==> config.mk <==
export PLATFORM = sky130hd
export DESIGN_NAME = clock_select_and_port_pins
export DESIGN_NICKNAME = d
export VERILOG_FILES = /design/src/clock_port_pkg.sv /design/src/tick_if.sv /design/src/clock_select_and_port_pins.sv /design/src/tick_divider.sv
export SDC_FILE = /design/constraint.sdc
export NUM_CORES = 1
export LEC_CHECK = 0
export BUFFER_PORTS_ARGS = -buffer_cell sky130_fd_sc_hd__buf_2
export CORE_MARGIN = 2
export CORE_UTILIZATION = 44
export DETAILED_ROUTE_END_ITERATION = 7
export PLACE_DENSITY = 0.77
export SYNTH_ARGS = -nofsm -noshare
export SYNTH_HDL_FRONTEND = slang
export SYNTH_SLANG_ARGS = --single-unit
==> constraint.sdc <==
create_clock -name clock_i -period 1.97 [get_ports clock_i]
set_input_delay 0.2955 -clock clock_i [delete_from_list [all_inputs] [get_ports clock_i]]
set_output_delay 0.2955 -clock clock_i [all_outputs]
set_load 0.1 [all_outputs]
==> src/clock_port_pkg.sv <==
package clock_port_pkg;

	// ***********************************
	// register byte offsets
	// ***********************************
	localparam logic [7:0] OFS_MODE = 8'h00;
	localparam logic [7:0] OFS_PORTD = 8'h04;
	localparam logic [7:0] OFS_PORT0 = 8'h08;
	localparam logic [7:0] OFS_PORT1 = 8'h0C;
	localparam logic [7:0] OFS_PULLUP = 8'h10;
	localparam logic [7:0] OFS_CFG = 8'h14;
	localparam logic [7:0] OFS_PINS = 8'h18;

	// ***********************************
	// field positions
	// ***********************************
	localparam int SRC_BIT = 0;
	localparam int DIV_BIT = 3;
	localparam int ACT_SRC_BIT = 4;
	localparam int ACT_DIV_BIT = 5;
	localparam int CFG_SUBPINS_BIT = 0;
	localparam int CFG_SEG_BIT = 1;
	localparam int CFG_DUTY_LSB = 2;
	localparam int INT_BIT = 5;

	// ***********************************
	// reset values
	// ***********************************
	localparam logic [3:0] MODE_RST = 4'h8;
	localparam logic [7:0] PORTD_RST = 8'hFF;
	localparam logic [3:0] PORT_RST = 4'hF;
	localparam logic [7:0] PULLUP_RST = 8'h00;
	localparam logic [3:0] CFG_RST = 4'h0;

	// ***********************************
	// divide ratios and duty codes
	// ***********************************
	localparam int BASE_DIV = 4;
	localparam int STEP_DIV = 3;

	typedef enum logic [1:0] {
		DUTY_OFF = 2'b00,
		DUTY_HALF = 2'b01,
		DUTY_THIRD = 2'b10,
		DUTY_QUARTER = 2'b11
	} duty_t;

endpackage

==> src/tick_if.sv <==
`timescale 1ns/1ps
interface tick_if #(parameter int W = 2);
	logic in_tick;
	logic clr;
	logic out_tick;
	logic [W-1:0] phase;
	modport div(input in_tick, input clr, output out_tick, output phase);
	modport user(output in_tick, output clr, input out_tick, input phase);
endinterface

==> src/clock_select_and_port_pins.sv <==
// Design decisions made here: the register addresses and the APB interface to the registers.
`timescale 1ns/1ps
module clock_select_and_port_pins #(
	parameter int ADDR_W = 8
) (
	// clock and reset
	input wire logic clock_i,
	input wire logic srst_i,
	// apb slave
	input wire logic psel_i,
	input wire logic penable_i,
	input wire logic pwrite_i,
	input wire logic [ADDR_W-1:0] paddr_i,
	input wire logic [31:0] pwdata_i,
	output logic [31:0] prdata_o,
	output logic pready_o,
	output logic pslverr_o,
	// oscillators, sampled as levels
	input wire logic main_osc_i,
	input wire logic sub_osc_i,
	// derived clocks
	output logic core_base_clock_o,
	output logic cpu_step_clock_o,
	output logic cpu_step_tick_o,
	// reset pin, open drain
	input wire logic wdt_reset_i,
	input wire logic low_supply_i,
	output logic reset_pin_o,
	output logic reset_pin_oe_n_o,
	// output port bits, open drain
	input wire logic [7:0] out_pin_i,
	output logic [7:0] out_pin_o,
	output logic [7:0] out_pin_oe_n_o,
	output logic ext_int_o,
	// bidirectional ports, open drain
	input wire logic [3:0] first_bidir_port_i,
	output logic [3:0] first_bidir_port_o,
	output logic [3:0] first_bidir_port_oe_n_o,
	output logic [3:0] first_pullup_o,
	input wire logic [3:0] second_bidir_port_i,
	output logic [3:0] second_bidir_port_o,
	output logic [3:0] second_bidir_port_oe_n_o,
	output logic [3:0] second_pullup_o,
	output logic key_wakeup_o,
	// input-only port shared with segments
	input wire logic [3:0] input_only_port_i,
	input wire logic [3:0] seg_data_i,
	output logic [3:0] shared_segment_outputs_o,
	output logic shared_segment_en_o,
	// lcd commons
	output logic [3:0] lcd_common_lines_o
);

	// ***********************************
	// registers
	// ***********************************
	logic [3:0] clock_mode_reg_q;
	logic act_src_q;
	logic act_div_q;
	logic [7:0] out_latch_q;
	logic [3:0] p0_latch_q;
	logic [3:0] p1_latch_q;
	logic [7:0] pullup_ctl_reg_q;
	logic [3:0] cfg_q;
	logic main_prev_q;
	logic sub_prev_q;
	logic base_q;
	logic step_q;
	logic step_tick_q;
	logic ext_int_q;
	logic wake_q;
	logic skip_q;

	// ***********************************
	// bus decode
	// ***********************************
	logic acc_w;
	logic wr_w;
	logic hit_mode_w;
	logic hit_d_w;
	logic hit_p0_w;
	logic hit_p1_w;
	logic hit_pu_w;
	logic hit_cfg_w;
	logic hit_pins_w;
	logic hit_w;
	logic [31:0] rdata_w;

	assign acc_w = psel_i && penable_i;
	assign wr_w = acc_w && pwrite_i;
	assign hit_mode_w = (paddr_i == clock_port_pkg::OFS_MODE);
	assign hit_d_w = (paddr_i == clock_port_pkg::OFS_PORTD);
	assign hit_p0_w = (paddr_i == clock_port_pkg::OFS_PORT0);
	assign hit_p1_w = (paddr_i == clock_port_pkg::OFS_PORT1);
	assign hit_pu_w = (paddr_i == clock_port_pkg::OFS_PULLUP);
	assign hit_cfg_w = (paddr_i == clock_port_pkg::OFS_CFG);
	assign hit_pins_w = (paddr_i == clock_port_pkg::OFS_PINS);
	assign hit_w = hit_mode_w || hit_d_w || hit_p0_w || hit_p1_w || hit_pu_w
		|| hit_cfg_w || hit_pins_w;

	// no wait states; unmapped offsets answer with an error
	assign pready_o = 1'b1;
	assign pslverr_o = acc_w && !hit_w;

	// ***********************************
	// pin sampling
	// ***********************************
	logic [3:0] p0_in_w;
	logic [3:0] p1_in_w;
	logic [3:0] p2_in_w;
	logic seg_sel_w;
	logic subpins_w;

	assign seg_sel_w = cfg_q[clock_port_pkg::CFG_SEG_BIT];
	assign subpins_w = cfg_q[clock_port_pkg::CFG_SUBPINS_BIT];
	// a bit driven low by its own latch reads low, not the far end
	assign p0_in_w = first_bidir_port_i & p0_latch_q;
	assign p1_in_w = second_bidir_port_i & p1_latch_q;
	assign p2_in_w = seg_sel_w ? 4'h0 : input_only_port_i;

	always_comb begin
		rdata_w = 32'h0;
		if (hit_mode_w) begin
			rdata_w[3:0] = clock_mode_reg_q;
			rdata_w[clock_port_pkg::ACT_SRC_BIT] = act_src_q;
			rdata_w[clock_port_pkg::ACT_DIV_BIT] = act_div_q;
		end else if (hit_d_w) begin
			rdata_w[7:0] = out_latch_q;
		end else if (hit_p0_w) begin
			rdata_w[3:0] = p0_latch_q;
		end else if (hit_p1_w) begin
			rdata_w[3:0] = p1_latch_q;
		end else if (hit_pu_w) begin
			rdata_w[7:0] = pullup_ctl_reg_q;
		end else if (hit_cfg_w) begin
			rdata_w[3:0] = cfg_q;
		end else if (hit_pins_w) begin
			rdata_w[15:0] = {2'b00, wake_q, ext_int_q, p2_in_w, p1_in_w, p0_in_w};
		end
	end
	assign prdata_o = acc_w ? rdata_w : 32'h0;

	// ***********************************
	// register writes
	// ***********************************
	always_ff @(posedge clock_i) begin
		if (srst_i) begin
			clock_mode_reg_q <= clock_port_pkg::MODE_RST;
			out_latch_q <= clock_port_pkg::PORTD_RST;
			p0_latch_q <= clock_port_pkg::PORT_RST;
			p1_latch_q <= clock_port_pkg::PORT_RST;
			pullup_ctl_reg_q <= clock_port_pkg::PULLUP_RST;
			cfg_q <= clock_port_pkg::CFG_RST;
		end else if (wr_w) begin
			if (hit_mode_w) clock_mode_reg_q <= pwdata_i[3:0];
			if (hit_d_w) out_latch_q <= pwdata_i[7:0];
			if (hit_p0_w) p0_latch_q <= pwdata_i[3:0];
			if (hit_p1_w) p1_latch_q <= pwdata_i[3:0];
			if (hit_pu_w) pullup_ctl_reg_q <= pwdata_i[7:0];
			if (hit_cfg_w) cfg_q <= pwdata_i[3:0];
		end
	end

	// ***********************************
	// clock selection
	// ***********************************
	tick_if #(.W(2)) q4 ();
	tick_if #(.W(2)) q3 ();

	logic main_rise_w;
	logic sub_rise_w;
	logic src_rise_w;
	logic base_tick_w;
	logic want_src_w;
	logic want_div_w;
	logic switch_w;

	assign main_rise_w = main_osc_i && !main_prev_q;
	assign sub_rise_w = sub_osc_i && !sub_prev_q;
	assign src_rise_w = act_src_q ? sub_rise_w : main_rise_w;
	assign q4.in_tick = src_rise_w && !skip_q;
	assign base_tick_w = !skip_q && (act_div_q ? q4.out_tick : src_rise_w);
	assign want_src_w = clock_mode_reg_q[clock_port_pkg::SRC_BIT];
	assign want_div_w = clock_mode_reg_q[clock_port_pkg::DIV_BIT];
	// take a new setting only on a base tick, so no period is cut short
	assign switch_w = base_tick_w && ((want_src_w != act_src_q) || (want_div_w != act_div_q));
	assign q4.clr = switch_w;
	assign q3.in_tick = base_tick_w;
	// step divider keeps its phase across a switch; each base period is whole already
	assign q3.clr = 1'b0;

	tick_divider #(.DIV(clock_port_pkg::BASE_DIV), .W(2)) u_div4 (
		.clock_i(clock_i),
		.srst_i(srst_i),
		.t(q4)
	);

	tick_divider #(.DIV(clock_port_pkg::STEP_DIV), .W(2)) u_div3 (
		.clock_i(clock_i),
		.srst_i(srst_i),
		.t(q3)
	);

	always_ff @(posedge clock_i) begin
		if (srst_i) begin
			// a pin already high at release is not taken as a rise
			main_prev_q <= 1'b1;
			sub_prev_q <= 1'b1;
			act_src_q <= 1'b0;
			act_div_q <= 1'b1;
			skip_q <= 1'b0;
		end else begin
			main_prev_q <= main_osc_i;
			sub_prev_q <= sub_osc_i;
			if (switch_w) begin
				act_src_q <= want_src_w;
				act_div_q <= want_div_w;
				// first rise of a new source only marks phase, so no period is cut short
				skip_q <= (want_src_w != act_src_q);
			end else if (src_rise_w) begin
				skip_q <= 1'b0;
			end
		end
	end

	// step clock high for the first base period of each machine cycle
	always_ff @(posedge clock_i) begin
		if (srst_i) begin
			base_q <= 1'b0;
			step_q <= 1'b0;
			step_tick_q <= 1'b0;
		end else begin
			if (base_tick_w) base_q <= !base_q;
			step_tick_q <= q3.out_tick;
			if (q3.out_tick) begin
				step_q <= 1'b1;
			end else if (base_tick_w) begin
				step_q <= 1'b0;
			end
		end
	end
	assign core_base_clock_o = base_q;
	assign cpu_step_clock_o = step_q;
	assign cpu_step_tick_o = step_tick_q;

	// ***********************************
	// pins
	// ***********************************
	assign reset_pin_o = 1'b0;
	assign reset_pin_oe_n_o = !(wdt_reset_i || low_supply_i);

	// latch one releases the pin; crystal pins are left to the oscillator
	assign out_pin_o = 8'h00;
	assign out_pin_oe_n_o = {out_latch_q[7:6] | {2{subpins_w}}, out_latch_q[5:0]};
	assign first_bidir_port_o = 4'h0;
	assign first_bidir_port_oe_n_o = p0_latch_q;
	assign second_bidir_port_o = 4'h0;
	assign second_bidir_port_oe_n_o = p1_latch_q;
	assign first_pullup_o = 4'hF;
	assign second_pullup_o = pullup_ctl_reg_q[3:0];

	assign shared_segment_en_o = seg_sel_w;
	assign shared_segment_outputs_o = seg_sel_w ? seg_data_i : 4'h0;

	clock_port_pkg::duty_t duty_w;
	assign duty_w = clock_port_pkg::duty_t'(cfg_q[clock_port_pkg::CFG_DUTY_LSB +: 2]);
	always_comb begin
		case (duty_w)
			clock_port_pkg::DUTY_HALF: lcd_common_lines_o = 4'h3;
			clock_port_pkg::DUTY_THIRD: lcd_common_lines_o = 4'h7;
			clock_port_pkg::DUTY_QUARTER: lcd_common_lines_o = 4'hF;
			default: lcd_common_lines_o = 4'h0;
		endcase
	end

	// second port wakes only through its enabled pins
	logic wake_w;
	assign wake_w = |(~p0_in_w & p0_latch_q)
		|| |(~p1_in_w & p1_latch_q & pullup_ctl_reg_q[7:4]);

	always_ff @(posedge clock_i) begin
		if (srst_i) begin
			ext_int_q <= 1'b0;
			wake_q <= 1'b0;
		end else begin
			// the line only carries the far end while its latch is one
			ext_int_q <= out_pin_i[clock_port_pkg::INT_BIT] && out_latch_q[clock_port_pkg::INT_BIT];
			wake_q <= wake_w;
		end
	end
	assign ext_int_o = ext_int_q;
	assign key_wakeup_o = wake_q;

	// ***********************************
	// checks
	// ***********************************
	logic [1:0] base_cnt_q;
	always_ff @(posedge clock_i) begin
		if (srst_i || q3.out_tick) begin
			base_cnt_q <= 2'd0;
		end else if (base_tick_w) begin
			base_cnt_q <= base_cnt_q + 2'd1;
		end
	end

	reset_mode_a: assert property (@(posedge clock_i)
		srst_i |=> (clock_mode_reg_q == 4'h8) && act_div_q && !act_src_q)
		else $error("clock mode not main divided by four after reset");

	src_pick_a: assert property (@(posedge clock_i) disable iff (srst_i)
		base_tick_w && !act_div_q |-> (act_src_q ? sub_rise_w : main_rise_w))
		else $error("undivided base tick not from selected oscillator");

	step_div3_a: assert property (@(posedge clock_i) disable iff (srst_i)
		q3.out_tick |-> base_tick_w ##1 cpu_step_clock_o && cpu_step_tick_o)
		else $error("step clock not raised on third base tick");

	machine_cycle_a: assert property (@(posedge clock_i) disable iff (srst_i)
		q3.out_tick |-> base_cnt_q == 2'd2)
		else $error("machine cycle not three base periods");

	reset_pin_a: assert property (@(posedge clock_i)
		(wdt_reset_i || low_supply_i) |-> !reset_pin_oe_n_o && !reset_pin_o)
		else $error("reset pin not pulled low");

	release_rst_a: assert property (@(posedge clock_i)
		srst_i |=> (first_bidir_port_oe_n_o == 4'hF) && (out_pin_oe_n_o == 8'hFF))
		else $error("port pin driven after reset");

	pullup_write_a: assert property (@(posedge clock_i) disable iff (srst_i)
		wr_w && hit_pu_w |=> second_pullup_o == $past(pwdata_i[3:0]))
		else $error("pull-up control not applied");

	clean_switch_a: assert property (@(posedge clock_i) disable iff (srst_i)
		$changed(act_div_q) || $changed(act_src_q) |-> $past(base_tick_w))
		else $error("clock switched off a base tick");

	sub_pins_a: assert property (@(posedge clock_i) disable iff (srst_i)
		subpins_w |-> out_pin_oe_n_o[7:6] == 2'b11)
		else $error("crystal pins driven");

	com_quarter_a: assert property (@(posedge clock_i) disable iff (srst_i)
		wr_w && hit_cfg_w && pwdata_i[3:2] == 2'b11 |=> lcd_common_lines_o == 4'hF)
		else $error("quarter duty commons wrong");

endmodule

==> src/tick_divider.sv <==
`timescale 1ns/1ps
module tick_divider #(
	parameter int DIV = 3,
	parameter int W = 2
) (
	// clock and reset
	input wire logic clock_i,
	input wire logic srst_i,
	// tick stream
	tick_if.div t
);
	logic [W-1:0] phase_q;
	logic [W-1:0] phase_d;
	logic last_w;

	assign last_w = (phase_q == W'(DIV - 1));
	assign phase_d = last_w ? '0 : phase_q + W'(1);
	assign t.out_tick = t.in_tick && last_w;
	assign t.phase = phase_q;

	// restart on clear so a new ratio starts from a whole period
	always_ff @(posedge clock_i) begin
		if (srst_i || t.clr) begin
			phase_q <= '0;
		end else if (t.in_tick) begin
			phase_q <= phase_d;
		end
	end
endmodule

==> reports/qor.yml, run 1 <==
outcome: "finished, violations left"
failed_checks: "negative setup slack"
hold_viol: 0
antenna_found_initial: 0
io_buffer_count: 91
swShare_pct: 37.9
holdWs_ns: 0.191
drt_iter0_markers: 173
min_period_ns: 2.00
clockRootBuffer: "clkbuf_8"
insertion_delay_ns: 0.30
hp-class: "in2reg"
criticalPathCategory: "in2out"
die_area_um2: 7100
drive_gt1_share_pct: 42.4
leakagePower_nw: 1.75
clock_path_buffers: 2
grt_max_degree: 41
p_per_area_nw_per_um2: 550
clock_sinks: 46
ioPinCount: 163
drtPass1Iterations: 4
synthCells: 342
max_freq_mhz: 500
grt_pass1_vias: 2383
yosys_warnings: 0
required_ns: 1.67
comb_power_share_pct: 27.9
drc_errors: 0
setup_ws_ns: -0.0296
hpwl_um: 5800
finalSetupViolCount: 2
viasPerCell: 5.18
fp.dieW_um: 84.3
num_vias: 2681
start_util_pct: 45.2
register_area_um2: 947
ys_seq_area_share_pct: 32.5
cts_tree: "done"
fp.dieH_um: 84.3
nets: 514
period_share_pct: 102
synth-seq-cells: 46
htree_levels: 2
maxCapViolations: 0
p_seq_share_pct: 44.0
std_cell_rows: 29
r2r_start: "act_src_q"
worstSetupStartpointType: "input pin"
antenna_cells: 0
grtUsageTotal_pct: 20.5
totalWireLength_um: 7510
postPlaceCellArea_um2: 3590
crit_arrival_ns: 1.70
ir_drop_mv: 0.382
synth.distinct_cells: 43
endpoint_kind: "output port"
slew_violations: 0
yosysTopAreaCell: "dfxtp_1"
p_switching_uw: 803
cts_buffers: 5
hold_buffers: 0
syn_area_per_cell_um2: 8.29
gp_congestion: 0.887
path_max_fanout: 6
clkPwrFrac_pct: 28.2
p_int_mw: 1.31
netlist_area_um2: 2840
overflow: 0
final_cell_area_um2: 3850
pre_cts_ws_ns: -0.0967
grt_setup_unrepaired: "true"
hold_start: "main_osc_i"
detail-route-antenna-nets: 0
post_drt_wl_per_cell_um: 14.5
area_growth_pct: 35.7
clk_pin_slew_worst_paths_ns: 0.08
synth_top_area_share_pct: 32.5
multiInputGateArea_um2: 1760
grt_pass1_wl_um: 11800
core_area_um2: 6280
startpoint: "paddr_i[6]"
fill_cells: 522
skew_ns: 0.00454
synth_area_leaders: "dfxtp_1, buf_4, mux2i_1"
power groups by stage:
stage          combinational (mW)  sequential [mW]  clock (mW)
2_1_floorplan               0.509            0.969           0
3_3_place_gp                0.557            0.953           0
3_5_place_dp                0.560            0.953           0
4_1_cts                     0.570            0.931       0.607
5_1_grt                     0.611            0.931       0.645
6_report                    0.590            0.931       0.596
state kept, by name (all words and copies together), names as in the netlist, 2 cells and up:
signal	count
cfg_q	4
clock_mode_reg_q	4
first_bidir_port_oe_n_o	4
out_latch_q	8
pullup_ctl_reg_q	8
second_bidir_port_oe_n_o	4
u_div3.t.phase	2
u_div4.t.phase	2
per-layer routing:
metal / up-vias / track usage [%] / share of wire, %
met4: 0 / 6.01 / 1.4
li1: 1288 / - / -
met1: 1247 / 26.9 / 41
met2: 136 / 34.6 / 49
met3: 10 / 3.24 / 8.3
met5: - / 0 / 0
area by class of cell:
class,count,share of cell area [%]
multi-input combinational,260,45.8
sequential,46,24.6
timing repair buffer,122,24.2
tap,77,2.50
clock buffer,7,2.24
inverter,5,0.487
clock inverter,1,0.130
metrics by stage:
step           util, %  TNS, ns  total power, mW  cells
2_1_floorplan        -    -1.16             1.48    380
3_3_place_gp      57.1   -0.300             1.51    503
3_5_place_dp      57.1   -0.460             1.51    503
4_1_cts           59.8   -0.162             2.11    515
5_1_grt           61.3   -0.337             2.19    518
6_report          61.3  -0.0329             2.12    518
Yosys cell counts (all sizes together):
cell type	number
buf	57
dfxtp	46
nor2	44
mux2i	30
nand2	23
nor3	22
a21oi	16
and2	12
clkbuf	12
nand2b	8
o22ai	7
or2	6
a32oi	5
inv	5
nor3b	5
a22oi	4
a41oi	4
o22a	4
and3	3
nor2b	3
nor4	3
a221oi	2
and4bb	2
conb	2
nand3	2
nand3b	2
nand4	2
xor2	2
a221o	1
and4	1
ha	1
nor4b	1
o211ai	1
o21ai	1
or3b	1
or4b	1
xnor2	1
what timing repair did:
action,4_1_cts,5_1_grt
gates resized for setup,12,21
pin swaps,5,6
setup buffers,4,3
endpoints found under the setup margin,9,15
final timing paths:
path	to	depth (start not counted)	slack [ns]
worst min-delay path	main_prev_q	2	0.19
worst max register to register	cpu_step_clock_o	4	0.22
worst min register to register	second_bidir_port_oe_n_o[1]	2	0.49
worst max-delay path	prdata_o[5]	6	-0.03
cell usage in the layout (no fill, tap or decap), drive strengths merged, types with 4 or more instances in the layout:
master / n
mux2i: 30
a21oi: 16
inv: 5
o22ai: 7
and2: 12
nor3: 22
dfxtp: 46
clkbuf: 8
o22a: 4
nor3b: 5
conb: 40
buf: 121
nor2: 44
nand2b: 8
nand2: 23
a41oi: 4
a32oi: 5
or2: 6
a22oi: 4
critical path: stages:
cell	delay, ns
buf_6	0.09
or4b_4	0.54
buf_6	0.16
o22a_4	0.25
nor3_4	0.16
buf_12	0.20
logic make-up (layout without fill, tap and decap cells):
logic type,Yosys count,count (layout),synth area share (%)
AND/OR/NAND/NOR,141,141,25.8
buffers and inverters,74,135,17.8
flip-flops,46,46,32.5
AO/OA/AOI/OAI,45,45,11.6
multiplexers,30,30,10.6
XOR/XNOR,3,3,0.927
other,2,40,0.265
adder cells (fa/ha/maj),1,1,0.441
Power figures use the tool's default switching activity.
==> run 2: changes to the inputs <==
Settings changed: REMOVE_ABC_BUFFERS set to 1.
==> run 2 against run 1 <==
Compared with the run above: the run still ends with negative setup slack left; register-to-register slack hardly changed; non-clock buffer count rose by 17; routed wire length rose by 10%; first-iteration DRC count is 25% higher; core utilization rose by 1.3 points; clock skew grew 0.0022 ns; clock-buffer cell count shrank 2; combinational power up 2%; critical path type unchanged; critical endpoint is now prdata_o[11].
==> reports/qor.yml, run 2 (same netlist as run 1, synthesis figures left out) <==
setup_tns_ns: -0.0451
grt_setup_unrepaired: "true"
slowest_delay_ns: 0.59
r2r_start: "act_src_q"
post_drt_wl_per_cell_um: 15.4
hold_viol: 0
worstRegToRegCells: 5
postPlaceCellArea_um2: 3560
area_growth_pct: 38.6
leakagePower_nw: 1.85
hold_buffers: 0
nets: 531
fp.dieH_um: 84.3
viasPerCell: 5.27
required_ns: 1.67
start_util_pct: 45.2
cts_tree: "done"
clock_sinks: 46
drc_errors: 0
mostFrequentLayoutCells: "buf_2, dfxtp_1, buf_4"
power.total_mw: 2.24
io_buffer_count: 91
insertion_delay_ns: 0.30
endpoint_kind: "output port"
htree_levels: 2
antenna_cells: 0
holdWs_ns: 0.195
crit_arrival_ns: 1.69
drt_iter0_markers: 217
final_cell_area_um2: 3930
totalWireLength_um: 8260
r2r_slack_ns: 0.23
pre_cts_ws_ns: -0.203
hold_start: "sub_osc_i"
whs_path_depth: 2
failed_checks: "negative setup slack"
overflow: 0
worstPathCellList: "buf_8, or4b_4, nor4_1, buf_4, and2_1, buf_12"
max_freq_mhz: 504
min_period_ns: 1.98
period_share_pct: 101
clockRootBuffer: "clkbuf_8"
num_vias: 2817
p_per_area_nw_per_um2: 569
skew_ns: 0.00673
core_area_um2: 6280
cts_buffers: 5
hp-class: "in2reg"
cpMaxStageDelayCell: "or4b_4"
criticalPathCategory: "in2out"
clock_path_buffers: 2
path_max_fanout: 6
grt_pass1_wl_um: 12200
worstSetupStartpointType: "input pin"
outcome: "finished, violations left"
std_cell_rows: 29
maxCapViolations: 0
grtUsageTotal_pct: 21.1
gp_congestion: 0.837
worstHoldEndpoint: "sub_prev_q"
reg_top3: "out_latch_q (8), pullup_ctl_reg_q (8)"
detail-route-antenna-nets: 0
worst_slew_pin_slew_ns: 0.519
ir_drop_mv: 0.412
grt_max_degree: 42
die_area_um2: 7100
fp.dieW_um: 84.3
hpwl_um: 6020
antenna_found_initial: 0
drive_gt1_share_pct: 40.6
final_common_cell: "buf_2"
clk_pin_slew_worst_paths_ns: 0.09
finalSetupViolCount: 4
slew_violations: 0
setup_ws_ns: -0.0128
reg2reg_to: "core_base_clock_o"
grt_pass1_vias: 2601
slew-limit-headroom_pct: 65.6
drtPass1Iterations: 4
fill_cells: 501
ioPinCount: 163
==> run 2: power breakdown <==
| group | switching [mW] | internal [mW] |
|---|---|---|
| logic | 0.488 | 0.114 |
| registers | 0.00244 | 0.935 |
| clock network | 0.324 | 0.374 |
| total | 0.815 | 1.42 |
==> run 2: final cells by class <==
| cell class | instances | area (um2) | share of cell area (%) |
|---|---|---|---|
| sequential | 46 | 925 | 23.5 |
| clock buffer | 5 | 68.8 | 1.75 |
| tap | 77 | 96.3 | 2.45 |
| timing repair buffer | 139 | 1100 | 28.0 |
| inverter | 5 | 18.8 | 0.477 |
| clock inverter | 3 | 40.0 | 1.02 |
| multi-input combinational | 260 | 1680 | 42.8 |
==> run 2: worst max-delay path, delay by kind of cell <==
family / cells / cell delay (ns)
AND/OR/NAND/NOR: 3 / 0.95
buffers and inverters: 3 / 0.44
==> run 2: worst max-delay path by stage <==
stage	startpoint	to	cells past startpoint	slack, ns
after floorplan	cfg_q[1]	prdata_o[1]	4	-1.85
after global placement	paddr_i[5]	prdata_o[6]	6	-0.21
after detailed placement	paddr_i[5]	prdata_o[7]	6	-0.20
after CTS	paddr_i[6]	prdata_o[4]	6	-0.01
after global routing	paddr_i[3]	pslverr_o	8	-0.07
final	paddr_i[6]	prdata_o[11]	6	-0.01
==> run 2: routing by layer <==
| layer | up-vias | global-route usage (%) | routed length, um |
|---|---|---|---|
| li1 | 1328 | - | - |
| met1 | 1326 | 24.5 | 3070 |
| met2 | 148 | 38.2 | 4250 |
| met3 | 15 | 5.90 | 810 |
| met4 | 0 | 5.57 | 135 |
| met5 | - | 0 | 0 |
==> run 2: what timing repair did <==
action,4_1_cts,5_1_grt
gates resized for setup,19,25
setup endpoints to repair,14,15
pin swaps,9,16
buffers inserted,1,7
gates cloned,0,1
==> run 2: metrics by stage <==
stage                     utilization, %  instances
after floorplan                        -        311
after global placement              56.7        518
after detailed placement            56.7        518
after CTS                           59.9        527
after global routing                62.6        535
final                               62.6        535
